$ cat src/hw/gst_pkg.sv
package gst_pkg;

  // -------------------------------------------------------------------------
  // register indices (byte address is four times the index)
  // -------------------------------------------------------------------------
  localparam logic [7:0] GST_IDX_STATUS = 8'h0E;
  localparam logic [7:0] GST_IDX_COUNT_LO = 8'h0F;
  localparam logic [7:0] GST_IDX_COUNT_HI = 8'h10;
  localparam logic [7:0] GST_IDX_CTRL = 8'h11;
  localparam logic [7:0] GST_IDX_GATE = 8'h12;

  // -------------------------------------------------------------------------
  // field positions
  // -------------------------------------------------------------------------
  localparam int GST_CTRL_CS_LSB = 6;
  localparam int GST_CTRL_PS_LSB = 4;
  localparam int GST_CTRL_SYNC_BIT = 2;
  localparam int GST_CTRL_ON_BIT = 0;
  localparam int GST_GATE_EN_BIT = 7;
  localparam int GST_GATE_POL_BIT = 6;
  localparam int GST_GATE_VAL_BIT = 2;
  localparam int GST_GATE_SS_LSB = 0;
  localparam int GST_STAT_OVF_BIT = 0;

  // -------------------------------------------------------------------------
  // writable masks and values after reset
  // -------------------------------------------------------------------------
  localparam logic [7:0] GST_CTRL_WMASK = 8'hF5;
  localparam logic [7:0] GST_GATE_WMASK = 8'hC3;
  localparam logic [7:0] GST_CTRL_RST = 8'h00;
  localparam logic [7:0] GST_GATE_RST = 8'h00;
  localparam logic [15:0] GST_COUNT_RST = 16'h0000;
  localparam logic [15:0] GST_COUNT_MAX = 16'hFFFF;

  // -------------------------------------------------------------------------
  // clock and counts
  // -------------------------------------------------------------------------
  localparam int GST_CLK_MHZ = 250;
  localparam int GST_PHASE_DIV = 4;

  // counter clock selections
  typedef enum logic [1:0] {
    GST_CS_PHASE = 2'b00,
    GST_CS_SYS = 2'b01,
    GST_CS_EXT = 2'b10,
    GST_CS_EXT_ALT = 2'b11
  } gst_clksrc_t;

  // bus slave states
  typedef enum logic [0:0] {
    GST_BUS_IDLE = 1'b0,
    GST_BUS_ANSWER = 1'b1
  } gst_bus_t;

endpackage

$ cat src/hw/gst_timer.sv
// Decided for this implementation: the Avalon-MM slave port.
`timescale 1ns/1ps
// How it works
// - the selected counter clock passes a prescaler dividing by 1, 2, 4 or 8 before the counter moves.
// - software cannot see the prescaler, and any write to either count byte clears it.
// - with the bypass bit set the external clock edges count at once, ignoring the phase clock.
// - in asynchronous external mode counting continues in sleep and an overflow raises the wake output.
// - switching between synchronous and asynchronous counting may drop or add one increment.
// - reading a count byte always returns a whole, consistent byte.
// - gate enable clear counts freely, set lets the gate start and stop counting.
// - gate polarity 0 counts while the gate is low, polarity 1 while it is high.
// - with the gate active each rising edge of the selected clock is counted.
// - with the gate inactive the count holds.
// - the gate source select field picks one of several gate sources.
module gst_timer #(
  parameter int GATE_SRC_N = 4
) (
  // clock and reset
  input wire logic clk_sys_i,
  input wire logic arst_n_i,
  // avalon-mm slave
  input wire logic [7:0] avs_address_i,
  input wire logic avs_read_i,
  input wire logic avs_write_i,
  input wire logic [31:0] avs_writedata_i,
  output logic [31:0] avs_readdata_o,
  output logic avs_waitrequest_o,
  // pins and system
  input wire logic external_clock_pin_i,
  input wire logic [GATE_SRC_N-1:0] gate_input_i,
  input wire logic sleep_i,
  // status outputs
  output logic overflow_flag_o,
  output logic wake_o
);

  // -------------------------------------------------------------------------
  // elaboration check
  // -------------------------------------------------------------------------
  if (GATE_SRC_N < 1 || GATE_SRC_N > 4) begin : g_chk
    $error("GATE_SRC_N must be 1 to 4");
  end

  localparam int PW = $clog2(gst_pkg::GST_PHASE_DIV);
  localparam logic [PW-1:0] PHASE_LAST = PW'(gst_pkg::GST_PHASE_DIV - 1);

  // -------------------------------------------------------------------------
  // pin synchronisers
  // -------------------------------------------------------------------------
  logic [GATE_SRC_N:0] pins_s;
  logic ext_s;
  logic [GATE_SRC_N-1:0] gate_s;

  gst_sync3 #(
    .WIDTH(GATE_SRC_N + 1)
  ) u_sync (
    .clk_sys_i(clk_sys_i),
    .arst_n_i(arst_n_i),
    .async_i({gate_input_i, external_clock_pin_i}),
    .level_o(pins_s)
  );

  assign ext_s = pins_s[0];
  assign gate_s = pins_s[GATE_SRC_N:1];

  // -------------------------------------------------------------------------
  // state
  // -------------------------------------------------------------------------
  gst_pkg::gst_bus_t bus_state_r;
  gst_pkg::gst_bus_t bus_state_nxt;
  logic [31:0] rdata_nxt;
  logic wait_nxt;
  logic [7:0] ctrl_r;
  logic [7:0] ctrl_nxt;
  logic [7:0] gate_r;
  logic [7:0] gate_nxt;
  logic [15:0] count_r;
  logic [15:0] count_nxt;
  logic [2:0] pre_r;
  logic [2:0] pre_nxt;
  logic [PW-1:0] phase_r;
  logic [PW-1:0] phase_nxt;
  logic ext_prev_r;
  logic ext_pend_r;
  logic ext_pend_nxt;
  logic ovf_nxt;
  logic wake_nxt;

  // -------------------------------------------------------------------------
  // address decode
  // -------------------------------------------------------------------------
  logic hit_stat;
  logic hit_lo;
  logic hit_hi;
  logic hit_ctrl;
  logic hit_gate;
  logic wr_commit;

  assign hit_stat = avs_address_i == {gst_pkg::GST_IDX_STATUS[5:0], 2'b00};
  assign hit_lo = avs_address_i == {gst_pkg::GST_IDX_COUNT_LO[5:0], 2'b00};
  assign hit_hi = avs_address_i == {gst_pkg::GST_IDX_COUNT_HI[5:0], 2'b00};
  assign hit_ctrl = avs_address_i == {gst_pkg::GST_IDX_CTRL[5:0], 2'b00};
  assign hit_gate = avs_address_i == {gst_pkg::GST_IDX_GATE[5:0], 2'b00};
  // a write takes effect at the edge where waitrequest is seen low
  assign wr_commit = avs_write_i && (bus_state_r == gst_pkg::GST_BUS_ANSWER);

  // -------------------------------------------------------------------------
  // control fields
  // -------------------------------------------------------------------------
  gst_pkg::gst_clksrc_t clk_sel;
  logic [1:0] ps_sel;
  logic [1:0] gate_sel;
  logic sync_bypass;
  logic counter_on;
  logic gate_enable_bit;
  logic gate_polarity;
  logic gate_level;
  logic ext_sel;
  logic async_mode;

  assign clk_sel = gst_pkg::gst_clksrc_t'(ctrl_r[gst_pkg::GST_CTRL_CS_LSB +: 2]);
  assign ps_sel = ctrl_r[gst_pkg::GST_CTRL_PS_LSB +: 2];
  assign sync_bypass = ctrl_r[gst_pkg::GST_CTRL_SYNC_BIT];
  assign counter_on = ctrl_r[gst_pkg::GST_CTRL_ON_BIT];
  assign gate_enable_bit = gate_r[gst_pkg::GST_GATE_EN_BIT];
  assign gate_polarity = gate_r[gst_pkg::GST_GATE_POL_BIT];
  assign gate_sel = gate_r[gst_pkg::GST_GATE_SS_LSB +: 2];
  assign ext_sel = clk_sel[1];
  // async mode stays in the system clock, its edges only skip the phase alignment
  assign async_mode = ext_sel && sync_bypass;

  // gate source mux, unused selections read as low
  always_comb begin
    gate_level = 1'b0;
    for (int i = 0; i < GATE_SRC_N; i++) begin
      if (gate_sel == 2'(i)) begin
        gate_level = gate_s[i];
      end
    end
  end

  // -------------------------------------------------------------------------
  // bus slave: answer one cycle after the request
  // -------------------------------------------------------------------------
  always_comb begin
    bus_state_nxt = gst_pkg::GST_BUS_IDLE;
    wait_nxt = 1'b1;
    rdata_nxt = avs_readdata_o;
    if (bus_state_r == gst_pkg::GST_BUS_IDLE && (avs_read_i || avs_write_i)) begin
      bus_state_nxt = gst_pkg::GST_BUS_ANSWER;
      wait_nxt = 1'b0;
    end
    // read data load only on a read and hold until the next read answer
    if (bus_state_r == gst_pkg::GST_BUS_IDLE && avs_read_i) begin
      rdata_nxt = 32'h0000_0000;
      // count bytes come from the sys-domain counter, so a read is whole
      if (hit_stat) begin
        rdata_nxt[gst_pkg::GST_STAT_OVF_BIT] = overflow_flag_o;
      end else if (hit_lo) begin
        rdata_nxt[7:0] = count_r[7:0];
      end else if (hit_hi) begin
        rdata_nxt[7:0] = count_r[15:8];
      end else if (hit_ctrl) begin
        rdata_nxt[7:0] = ctrl_r;
      end else if (hit_gate) begin
        rdata_nxt[7:0] = gate_r;
        rdata_nxt[gst_pkg::GST_GATE_VAL_BIT] = gate_level;
      end
    end
  end

  // bus answer registers
  always_ff @(posedge clk_sys_i or negedge arst_n_i) begin
    if (!arst_n_i) begin
      bus_state_r <= gst_pkg::GST_BUS_IDLE;
      avs_waitrequest_o <= 1'b1;
      avs_readdata_o <= 32'h0000_0000;
    end else begin
      bus_state_r <= bus_state_nxt;
      avs_waitrequest_o <= wait_nxt;
      avs_readdata_o <= rdata_nxt;
    end
  end

  // -------------------------------------------------------------------------
  // control registers
  // -------------------------------------------------------------------------
  // masked writes keep unused and read-only bits at zero
  always_comb begin
    ctrl_nxt = ctrl_r;
    gate_nxt = gate_r;
    if (wr_commit && hit_ctrl) begin
      ctrl_nxt = avs_writedata_i[7:0] & gst_pkg::GST_CTRL_WMASK;
    end
    if (wr_commit && hit_gate) begin
      gate_nxt = avs_writedata_i[7:0] & gst_pkg::GST_GATE_WMASK;
    end
  end

  // control registers load only from the bus
  always_ff @(posedge clk_sys_i or negedge arst_n_i) begin
    if (!arst_n_i) begin
      ctrl_r <= gst_pkg::GST_CTRL_RST;
      gate_r <= gst_pkg::GST_GATE_RST;
    end else begin
      ctrl_r <= ctrl_nxt;
      gate_r <= gate_nxt;
    end
  end

  // -------------------------------------------------------------------------
  // phase clock: a one-cycle enable every GST_PHASE_DIV system cycles
  // -------------------------------------------------------------------------
  logic phase_tick;

  // free-running divider, the pulse marks its last count
  always_comb begin
    phase_tick = phase_r == PHASE_LAST;
    phase_nxt = phase_tick ? '0 : PW'(phase_r + 1'b1);
  end

  // phase divider register
  always_ff @(posedge clk_sys_i or negedge arst_n_i) begin
    if (!arst_n_i) begin
      phase_r <= '0;
    end else begin
      phase_r <= phase_nxt;
    end
  end

  // -------------------------------------------------------------------------
  // counter clock, prescaler, gate and count
  // -------------------------------------------------------------------------
  logic ext_rise;
  logic src_tick;
  logic run;
  logic pre_tick;
  logic [2:0] pre_last;
  logic inc;

  // edge detect, source select, gate, prescaler and count
  always_comb begin
    ext_rise = ext_s && !ext_prev_r;
    // synchronous mode holds an external edge until the phase pulse
    ext_pend_nxt = (ext_pend_r || ext_rise) && !phase_tick;
    unique case (clk_sel)
      gst_pkg::GST_CS_PHASE: src_tick = phase_tick;
      gst_pkg::GST_CS_SYS: src_tick = 1'b1;
      gst_pkg::GST_CS_EXT, gst_pkg::GST_CS_EXT_ALT: begin
        // switching bypass while edges arrive may drop or add one count
        if (sync_bypass) begin
          src_tick = ext_rise;
        end else begin
          src_tick = (ext_pend_r || ext_rise) && phase_tick;
        end
      end
    endcase
    // gate off or matching level lets edges through, sleep stops all but async
    run = counter_on && (!gate_enable_bit || (gate_level == gate_polarity))
          && (!sleep_i || async_mode);
    pre_tick = src_tick && run;
    pre_last = 3'((4'h1 << ps_sel) - 4'h1);
    inc = pre_tick && (pre_r == pre_last);
    pre_nxt = pre_r;
    if (pre_tick) begin
      pre_nxt = inc ? 3'h0 : 3'(pre_r + 3'h1);
    end
    count_nxt = inc ? 16'(count_r + 16'h0001) : count_r;
    ovf_nxt = overflow_flag_o || (inc && count_r == gst_pkg::GST_COUNT_MAX);
    if (wr_commit) begin
      if (hit_lo) begin
        count_nxt[7:0] = avs_writedata_i[7:0];
        pre_nxt = 3'h0;
      end
      if (hit_hi) begin
        count_nxt[15:8] = avs_writedata_i[7:0];
        pre_nxt = 3'h0;
      end
      // write one clears, a new overflow in the same cycle wins
      if (hit_stat && avs_writedata_i[gst_pkg::GST_STAT_OVF_BIT]) begin
        ovf_nxt = inc && count_r == gst_pkg::GST_COUNT_MAX;
      end
    end
    wake_nxt = ovf_nxt && sleep_i && async_mode;
  end

  // counter, prescaler, edge and flag registers
  always_ff @(posedge clk_sys_i or negedge arst_n_i) begin
    if (!arst_n_i) begin
      count_r <= gst_pkg::GST_COUNT_RST;
      pre_r <= 3'h0;
      ext_prev_r <= 1'b0;
      ext_pend_r <= 1'b0;
      overflow_flag_o <= 1'b0;
      wake_o <= 1'b0;
    end else begin
      count_r <= count_nxt;
      pre_r <= pre_nxt;
      ext_prev_r <= ext_s;
      ext_pend_r <= ext_pend_nxt;
      overflow_flag_o <= ovf_nxt;
      wake_o <= wake_nxt;
    end
  end

endmodule

$ cat src/hw/gst_sync3.sv
`timescale 1ns/1ps
module gst_sync3 #(
  parameter int WIDTH = 1
) (
  // clock and reset
  input wire logic clk_sys_i,
  input wire logic arst_n_i,
  // asynchronous inputs and filtered levels
  input wire logic [WIDTH-1:0] async_i,
  output logic [WIDTH-1:0] level_o
);

  logic [WIDTH-1:0] s1_r;
  logic [WIDTH-1:0] s2_r;
  logic [WIDTH-1:0] s3_r;
  logic [WIDTH-1:0] level_nxt;

  // a change is taken once the second and third stages agree
  always_comb begin
    for (int i = 0; i < WIDTH; i++) begin
      level_nxt[i] = (s2_r[i] == s3_r[i]) ? s3_r[i] : level_o[i];
    end
  end

  // three stage chain, first stage read only by the second
  always_ff @(posedge clk_sys_i or negedge arst_n_i) begin
    if (!arst_n_i) begin
      s1_r <= '0;
      s2_r <= '0;
      s3_r <= '0;
      level_o <= '0;
    end else begin
      s1_r <= async_i;
      s2_r <= s1_r;
      s3_r <= s2_r;
      level_o <= level_nxt;
    end
  end

endmodule

$ cat config.mk
export PLATFORM = sky130hd
export DESIGN_NAME = gst_timer
export DESIGN_NICKNAME = d
export VERILOG_FILES = /design/src/hw/gst_pkg.sv /design/src/hw/gst_timer.sv /design/src/hw/gst_sync3.sv
export SDC_FILE = /design/constraint.sdc
export NUM_CORES = 1
export LEC_CHECK = 0
export CORE_AREA = 2 2 73 102
export DETAILED_ROUTE_END_ITERATION = 12
export DIE_AREA = 0 0 75 104
export DONT_BUFFER_PORTS = 1
export PLACE_DENSITY = 0.67
export SYNTH_ARGS = -nofsm -noshare
export SYNTH_HDL_FRONTEND = slang
export SYNTH_HIERARCHICAL = 1
export SYNTH_SLANG_ARGS = --single-unit
export TNS_END_PERCENT = 1
$ cat constraint.sdc
create_clock -name clk_sys_i -period 2.8 [get_ports clk_sys_i]
set_clock_uncertainty 0.05 [all_clocks]
set_input_delay 0.28 -clock clk_sys_i [delete_from_list [all_inputs] [get_ports clk_sys_i]]
set_output_delay 0.28 -clock clk_sys_i [all_outputs]
set_load 0.03 [all_outputs]
==> impl_metrics.tcl, run 1 <==
set metrics [dict create \
    crit_arrival_ps 2350 \
    r2r_slack_ps 690 \
    crit_path_end "wake_o$_DFF_PN0_" \
    clockBufferDepth 2 \
    async_flop_share_pct 100 \
    core_um2 6890 \
    nNetsFinal 391 \
    initial_core_util_pct 48.7 \
    track_usage_pct 19.9 \
    critPathCaptureType "flop" \
    antenna_left 0 \
    seq_area_frac_synth_pct 48.5 \
    pre_cts_ws_ps 702 \
    grt_max_degree 66 \
    r2r-end "wake_o$_DFF_PN0_" \
    wl_um 7060 \
    path_clk_slew_ps 80 \
    row_count 36 \
    status "finished, final reports clean" \
    startpoint "gate_r[0]$_DFFE_PN0P_" \
    reg2reg_from "gate_r[0]$_DFFE_PN0P_" \
    fin_setup_tns_ps 0 \
    place_hpwl_um 5010 \
    fp.dieH_um 104 \
    powerDensity_nw_per_um2 561 \
    portBuffers 0 \
    first_pass_iters 5 \
    cts.htree.levels 3 \
    met1_usage_pct 24.0 \
    gp_congestion 0.847 \
    syn_avg_cell_area_um2 10.5 \
    synthCells 321 \
    cp_max_fo 6 \
    first_global_vias 2287 \
    numCtsBuffers 9 \
    die_w_um 75 \
    dr_total_vias 2336 \
    maxCapViolations 0 \
    slew_viol_final 0 \
    total_power_mw 2.09 \
    period_share_pct 75.5 \
    tritoncts "yes" \
    cts_sinks 65 \
    setup.worst_path.start_class "flop" \
    hold_buffers 12 \
    syn_area_um2 3350 \
    fin_ws_ps 686 \
    use_met2_pct 33.0 \
    antenna_found_initial 0 \
    hp-class "in -> reg" \
    ir_drop_mv 0.479 \
    grt_pass1_wl_um 11500 \
    period_needed_ps 2110 \
    path_class "reg -> reg" \
    synth-seq-cells 65 \
    worstMarginPinSlew_ps 516 \
    relSlewSlack_pct 65.2 \
    max_freq_mhz 473 \
    drive_above_1_share_pct 17.2 \
    die_area_um2 7800 \
    synth-edff-count 0 \
    setup_viol 0 \
    p_leak_nw 1.62 \
    use_met3_pct 5.52 \
    grt-ovfl-total 0 \
    worstPathRequired_ps 3030 \
    drc 0 \
    clockRootBuffer "clkbuf_8" \
    cp_top_family "simple AND/OR/NAND/NOR gates" \
    viasPerCell 5.33 \
    worst-path-stages 6 \
    reg2reg_depth 6 \
    ys.flop_type "dfrtp_1" \
    synth_cell_type_count 50 \
    syn_to_final_growth_pct 11.2 \
    finalHoldViolations 0 \
    cp_slowest_stage_delay_ps 460 \
    ys.warnings.count 6 \
    routedWlPerCell_um 16.1 \
    grt.busiest_layer "met2" \
    rsz0062_at_grt "no" \
    diodes 0 \
    cpMaxStageDelayCell "nor3_2" \
    cts_resized 0 \
    worstPathCellList "mux2i_1, xor2_1, o22ai_2, nor3_2, a22o_1, and4_1" \
    path_buf_inv 0 \
    clock_latency_ps 350 \
    num_io_pins 85 \
    drtIter0Drc 242 \
    cts_setup_buffers 0 \
]
-- metrics by stage --
stage / util (%) / area (µm²) / hold slack, ps / instances
final: 54.1 / 3730 / 20.7 / 438
after detailed placement: 48.8 / 3370 / -64.7 / 410
after CTS: 54.1 / 3730 / 5.56 / 438
after floorplan: - / 3440 / -65.6 / 344
after global placement: 48.8 / 3370 / -64.6 / 410
after global routing: 54.1 / 3730 / 4.30 / 438
-- cell usage after synthesis, types with 2 or more instances --
cell type / instances / share of area, %
nand2b_1: 5 / 0.93
and3_1: 4 / 0.75
nor3_1: 5 / 0.75
buf_2: 2 / 0.30
dfrtp_1: 64 / 48
nand3_1: 10 / 1.5
nand4_1: 7 / 1.3
nand2_1: 29 / 3.2
xor2_1: 2 / 0.52
o21ai_0: 15 / 2.2
nor4_1: 6 / 1.1
o31ai_1: 2 / 0.45
and4_1: 2 / 0.52
ha_1: 3 / 1.1
a22o_1: 4 / 1.0
xnor2_1: 17 / 4.4
and2_1: 2 / 0.37
a31oi_1: 2 / 0.37
clkbuf_1: 6 / 0.67
mux2i_1: 6 / 1.8
buf_4: 24 / 5.4
buf_6: 2 / 0.67
nor4_2: 6 / 2.2
nor3_2: 3 / 0.90
maj3_2: 5 / 1.7
or2_2: 2 / 0.37
inv_1: 6 / 0.67
a22oi_1: 3 / 0.67
o21ai_1: 2 / 0.30
a21oi_1: 16 / 2.4
mux2_2: 12 / 4.0
nor2_1: 29 / 3.2
-- area by class of cell --
| cell class | instances | area [µm²] |
|---|---|---|
| timing repair buffer | 18 | 183 |
| sequential | 65 | 1630 |
| inverter | 6 | 22.5 |
| multi-input combinational | 238 | 1550 |
| clock buffer | 9 | 124 |
| fill | 638 | 3160 |
| tap | 95 | 119 |
| clock inverter | 7 | 103 |
-- cells in the final DEF (no fill, tap or decap), types with 7 or more instances in the layout --
| cell type | n |
|---|---|
| a21oi_1 | 16 |
| dlygate4sd3_1 | 11 |
| nor2_1 | 29 |
| o21ai_0 | 15 |
| clkbuf_8 | 9 |
| nand4_1 | 7 |
| nand3_1 | 10 |
| nand2_1 | 29 |
| dfrtp_1 | 64 |
| xnor2_1 | 17 |
| conb_1 | 24 |
| mux2_2 | 12 |
-- how the worst min path moves through the flow --
stage                       startpoint                       endpoint  depth (start not counted)
detailed placement            arst_n_i       u_sync/s1_r[3]$_DFF_PN0_                          0
finish              avs_writedata_i[6]          count_r[14]$_DFF_PN0_                          2
global route        avs_writedata_i[5]          count_r[13]$_DFF_PN0_                          2
global placement              arst_n_i       u_sync/s1_r[4]$_DFF_PN0_                          0
CTS                 avs_writedata_i[5]          count_r[13]$_DFF_PN0_                          2
floorplan                     arst_n_i  avs_readdata_o[0]$_DFFE_PN0P_                          0
-- sequential cells by signal, indices dropped and copies added, names as in the netlist --
register and cells:
ext_prev_r 1, ext_pend_r 1, bus_state_r 1, u_sync/s3_r 5, ctrl_r 6, count_r 16
gate_r 4, wake_o 1, avs_readdata_o 8, overflow_flag_o 1, u_sync/level_o 5, phase_r 2
pre_r 3, u_sync/s1_r 5, avs_waitrequest_o 1, u_sync/s2_r 5
-- cell families (layout without fill, tap and decap cells) --
kind of cell	count (synthesis)	in the layout	share of synthesized area [%]
compound gates	52	52	10.3
xor+xnor	19	19	4.96
fa+ha+maj	8	8	2.80
buf+inv	41	40	7.80
flops	65	65	48.5
mux	18	18	5.82
other cells	1	24	0.112
simple gates	117	117	19.7
-- where the power goes --
group          switching (mW)  internal [mW]  leakage, nW  total [mW]
sequential             0.0364          0.980        0.841        1.02
combinational           0.113         0.0614        0.664       0.175
clock                   0.390          0.510        0.110       0.900
-- per-layer routing --
| metal | share of wire [%] | routed length [µm] | vias up |
|---|---|---|---|
| met5 | 0 | 0 | - |
| met4 | 1.6 | 112 | 0 |
| met3 | 6.2 | 440 | 9 |
| met2 | 54 | 3810 | 69 |
| met1 | 38 | 2700 | 1137 |
| li1 | - | - | 1121 |
Note: power is estimated with default switching activity, not from simulation.
==> run 2, diff against run 1 <==
Settings changed: PLACE_DENSITY 0.67 to 0.69.
Clock period 2.8 ns to 1.8 ns, I/O delays scaled along.
==> run 2 against run 1 <==
Net effect: the flow now finishes with violations (negative setup slack); core utilization rose by 9.5 points; clock power rose by 48%; non-clock buffer count rose by 50; worst hold slack improved by 1.2 ps; first-iteration DRC count fell by 22%; critical path depth rose by 2; flip-flop and latch count did not move; maximum frequency rose by 7.9%; critical path type unchanged; largest power group unchanged.
==> impl_metrics.tcl, run 2 (synthesized netlist as in run 1, its figures left out) <==
set metrics [dict create \
    clock_latency_ps 370 \
    seq_area_um2 1630 \
    maxCapViolations 0 \
    ir_drop_mv 0.638 \
    grt-ovfl-total 0 \
    failed_checks "negative setup slack" \
    setup_viol 20 \
    portBuffers 0 \
    first_global_vias 2720 \
    critPathCaptureType "flop" \
    initial_core_util_pct 48.7 \
    fin_ws_ps -160 \
    routedWlPerCell_um 16.5 \
    syn_to_final_growth_pct 30.7 \
    top_register "count_r" \
    status "finished with violations" \
    fin_setup_tns_ps -2090 \
    nNetsFinal 441 \
    max_freq_mhz 510 \
    gp_congestion 0.903 \
    track_usage_pct 22.7 \
    instances_no_fill 488 \
    drtIter0Drc 189 \
    finalHoldViolations 0 \
    period_needed_ps 1960 \
    hold_path_startpoint "avs_address_i[0]" \
    tritoncts "yes" \
    clockRootBuffer "clkbuf_8" \
    final_cell_mix "dfrtp_1, buf_4, nand2_1" \
    startpoint "gate_r[0]$_DFFE_PN0P_" \
    p_leak_nw 1.89 \
    dr_total_vias 2687 \
    total_power_mw 3.31 \
    fillers 540 \
    reg2reg_from "gate_r[0]$_DFFE_PN0P_" \
    core_um2 6890 \
    period_share_pct 109 \
    antenna_left 0 \
    num_io_pins 85 \
    die_area_um2 7800 \
    path_class "reg -> reg" \
    place_hpwl_um 5540 \
    cts_sinks 65 \
    slew_viol_final 0 \
    path_clk_slew_ps 80 \
    top_regs "count_r (16), avs_readdata_o (8), ctrl_r (6)" \
    r2r_slack_ps -160 \
    hold_slack_ps 21.9 \
    first_pass_iters 4 \
    cp_max_fo 6 \
    cts.htree.levels 3 \
    wl_um 8030 \
    grt_max_degree 66 \
    crit_arrival_ps 2160 \
    row_count 36 \
    worstPathRequired_ps 2000 \
    drive_above_1_share_pct 30.3 \
    fp.dieH_um 104 \
    final_common_cell "dfrtp_1" \
    hp-class "in -> reg" \
    powerDensity_nw_per_um2 756 \
    multiInputGateArea_um2 1770 \
    rsz0062_at_grt "yes" \
    drc 0 \
    clockBufferDepth 2 \
    diodes 0 \
    die_w_um 75 \
    antenna_found_initial 0 \
    dpl.cell_count 450 \
    largest_register_ffs 16 \
    numCtsBuffers 9 \
    viasPerCell 5.51 \
    setup.worst_path.start_class "flop" \
    grt_pass1_wl_um 13300 \
]
[run 2: cell count changes in the layout (fill, tap and decap cells not counted), moves of 3 or more]
cell,change
buf_4,+35
buf_12,+3
nor4_4,+10
nor4_2,-5
o21ai_0,-3
dlygate4sd3_1,+7
buf_6,+4
nor4_1,-5
o21ai_1,+3
[run 2: final timing paths]
kind / endpoint / cells past startpoint
worst max-delay path: count_r[12]$_DFF_PN0_ / 8
worst min-delay path: avs_readdata_o[7]$_DFFE_PN0P_ / 2
worst max register to register: count_r[12]$_DFF_PN0_ / 8
worst min register to register: u_sync/s2_r[1]$_DFF_PN0_ / 0
max in group asynchronous: avs_waitrequest_o$_DFF_PN1_ / 2
min in group asynchronous: u_sync/s1_r[1]$_DFF_PN0_ / 2
[run 2: routing by layer]
metal  GRT usage (%)  vias up  part of all wire [%]
met3            6.10       32                   4.8
met4            14.7        0                   4.6
met5               0        -                     0
met2            36.3       98                    52
li1                -     1224                     -
met1            25.9     1333                    38
[run 2: worst max-delay path, cell delays in order, from the launching register on]
cell and delay [ps]:
dfrtp_2 430, mux2i_2 260, xor2_1 260, o22ai_4 160
buf_8 180, buf_12 130, nor4_4 150, xnor2_1 170
o21ai_1 70
[run 2: report_power, final]
| part | leakage [nW] | switching [mW] | internal [mW] | total (mW) |
|---|---|---|---|---|
| sequential | 0.839 | 0.0477 | 1.52 | 1.57 |
| combinational | 0.946 | 0.237 | 0.170 | 0.407 |
| clock | 0.104 | 0.665 | 0.670 | 1.33 |
[run 2: repair_timing]
item,CTS,global route
setup buffers,0,3
endpoints found under the hold margin,102,0
resized for setup,29,14
setup endpoints to repair,20,20
pin swaps,27,16
gates cloned,0,0
hold buffers,19,0
[run 2: cell type report]
cell class,instances,share of cell area [%]
Clock inverter,7,1.97
Timing Repair Buffer,68,14.5
Inverter,6,0.514
Multi-Input combinational cell,238,40.3
Clock buffer,9,2.83
Tap cell,95,2.71
Sequential cell,65,37.2
[run 2: stage by stage]
stage | area (µm²) | worst slack (ps) | utilization [%]
final | 4380 | -160 | 63.6
after global routing | 4380 | -253 | 63.6
after CTS | 4270 | -198 | 62.0
after detailed placement | 3700 | -298 | 53.6
after global placement | 3700 | -153 | 53.6
after floorplan | 3460 | -28.0 | -
==> run 3, diff against run 2 <==
Settings changed: CORE_AREA 2 2 73 102 to 2 2 93 131, DIE_AREA 0 0 75 104 to 0 0 95 133, PLACE_DENSITY 0.69 to 0.47.
==> run 3 against run 2 <==
Net effect: the flow still finishes with violations (negative setup slack); global-route usage fell by 7.4 points; worst hold slack got worse by 6.8 ps; core utilization fell by 25 points; clock power rose by 34%; sequential power barely moved; non-clock buffer count fell by 4; via count fell by 4.7%; critical path type unchanged; critical endpoint is now count_r[7]$_DFF_PN0_; highest routed layer unchanged.
==> impl_metrics.tcl, run 3 (synthesized netlist as in run 1, its figures left out) <==
set metrics [dict create \
    status "finished with violations" \
    failed_checks "negative setup slack" \
    seq_area_um2 1630 \
    fin_ws_ps -128 \
    comb_power_share_pct 10.7 \
    r2r_slack_ps -130 \
    syn_to_final_growth_pct 34.0 \
    p_switching_uw 887 \
    maxCapViolations 0 \
    routedWlPerCell_um 16.3 \
    worstPathCellList "mux2i_2, xor2_1, o22ai_2, buf_6, buf_4, nor4_4, xnor2_1, a21oi_1" \
    p_int_mw 2.87 \
    clock_latency_ps 330 \
    path_buf_inv 2 \
    dr_total_vias 2561 \
    final_cell_mix "dfrtp_1, buf_4, nand2_1" \
    pwr-share-seq_pct 41.9 \
    slew_viol_final 0 \
    nNetsFinal 437 \
    worstPathRequired_ps 1960 \
    cp_top_family "flip-flops" \
    setup.worst_path.start_class "flop" \
    period_share_pct 107 \
    die_w_um 95 \
    pwr-share-clk_pct 47.4 \
    path_clk_slew_ps 50 \
    top_regs "count_r (16), avs_readdata_o (8), ctrl_r (6)" \
    pre_cts_ws_ps -234 \
    ir_drop_mv 0.515 \
    multiInputGateArea_um2 1770 \
    cts_sinks 65 \
    rsz0062_at_grt "yes" \
    numCtsBuffers 9 \
    drc 0 \
    dpl.cell_count 500 \
    setup_viol 13 \
    gp_congestion 0.802 \
    antenna_found_initial 0 \
    cp_max_fo 7 \
    path_class "reg -> reg" \
    row_count 47 \
    drtIter0Drc 121 \
    instances_no_fill 536 \
    initial_core_util_pct 29.0 \
    diodes 0 \
    antenna_left 0 \
    top_register "count_r" \
    sw_frac_of_total_pct 23.6 \
    crit_arrival_ps 2090 \
    clockRootBuffer "clkbuf_16" \
    cpMaxStageDelayCell "dfrtp_1" \
    tritoncts "yes" \
    first_global_vias 2655 \
    core_um2 11600 \
    die_area_um2 12600 \
    clockBufferDepth 2 \
    viasPerCell 4.78 \
    first_pass_iters 4 \
    drive_above_1_share_pct 30.1 \
    fillers 1121 \
    place_hpwl_um 6330 \
    grt-ovfl-total 0 \
    finalHoldViolations 0 \
    grt_pass1_wl_um 14300 \
    track_usage_pct 15.3 \
    critPathCaptureType "flop" \
    total_power_mw 3.76 \
    p_leak_nw 1.92 \
    largest_register_ffs 16 \
    hp-class "in -> reg" \
    num_io_pins 85 \
    max_freq_mhz 519 \
    grt_max_degree 66 \
    fp.dieH_um 133 \
    powerDensity_nw_per_um2 836 \
    cp_slowest_stage_delay_ps 420 \
    final_common_cell "dfrtp_1" \
    period_needed_ps 1930 \
    portBuffers 0 \
    wl_um 8750 \
    cts.htree.levels 3 \
]
## run 3: routing by layer
metal  vias up  part of all wire, %  track usage [%]  routed length (µm)
li1       1214                    -                -                   -
met5         -                    0                0                   0
met4         0                  3.2             7.73                 284
met1      1278                   38             16.6                3300
met2        54                   55             27.4                4840
met3        15                  3.7             3.42                 327
## run 3: timing repair
action,in CTS,in global routing
hold endpoints to repair,98,0
setup endpoints to repair,20,20
buffers inserted,1,2
gates resized for setup,36,5
hold buffers,17,0
pin swaps,30,10
## run 3: path summary, 6_finish.rpt
| kind | startpoint | end | cells past startpoint |
|---|---|---|---|
| min in group asynchronous | arst_n_i | ext_pend_r$_DFF_PN0_ | 2 |
| worst max register to register | gate_r[0]$_DFFE_PN0P_ | count_r[7]$_DFF_PN0_ | 8 |
| max in group asynchronous | arst_n_i | avs_waitrequest_o$_DFF_PN1_ | 2 |
| worst min register to register | u_sync/s1_r[0]$_DFF_PN0_ | u_sync/s2_r[0]$_DFF_PN0_ | 0 |
| worst min-delay path | avs_read_i | avs_waitrequest_o$_DFF_PN1_ | 2 |
| worst max-delay path | gate_r[0]$_DFFE_PN0P_ | count_r[7]$_DFF_PN0_ | 8 |
## run 3: layout make-up
| type | count | area share [%] |
|---|---|---|
| clock buffer | 14 | 6.10 |
| clock inverter | 2 | 0.780 |
| tap | 147 | 4.09 |
| inverter | 6 | 0.501 |
| timing repair buffer | 64 | 13.0 |
| multi-input combinational | 238 | 39.3 |
| sequential | 65 | 36.2 |
## run 3: power by group through the flow
stage	sequential (mW)	combinational, mW	clock [mW]
2_1_floorplan	1.59	0.246	0
3_3_place_gp	1.60	0.288	0
3_5_place_dp	1.60	0.292	0
4_1_cts	1.57	0.400	1.84
5_1_grt	1.58	0.436	1.90
6_report	1.57	0.401	1.78
## run 3: stage by stage
stage	utilization, %	hold WS, ps	TNS [ps]	area, µm²
finish	38.8	15.1	-804	4490
global route	38.8	46.6	-2780	4490
CTS	38.5	6.07	-943	4470
detailed placement	32.5	-162	-2820	3760
global placement	32.5	-162	-2050	3760
floorplan	-	-166	-178	3460
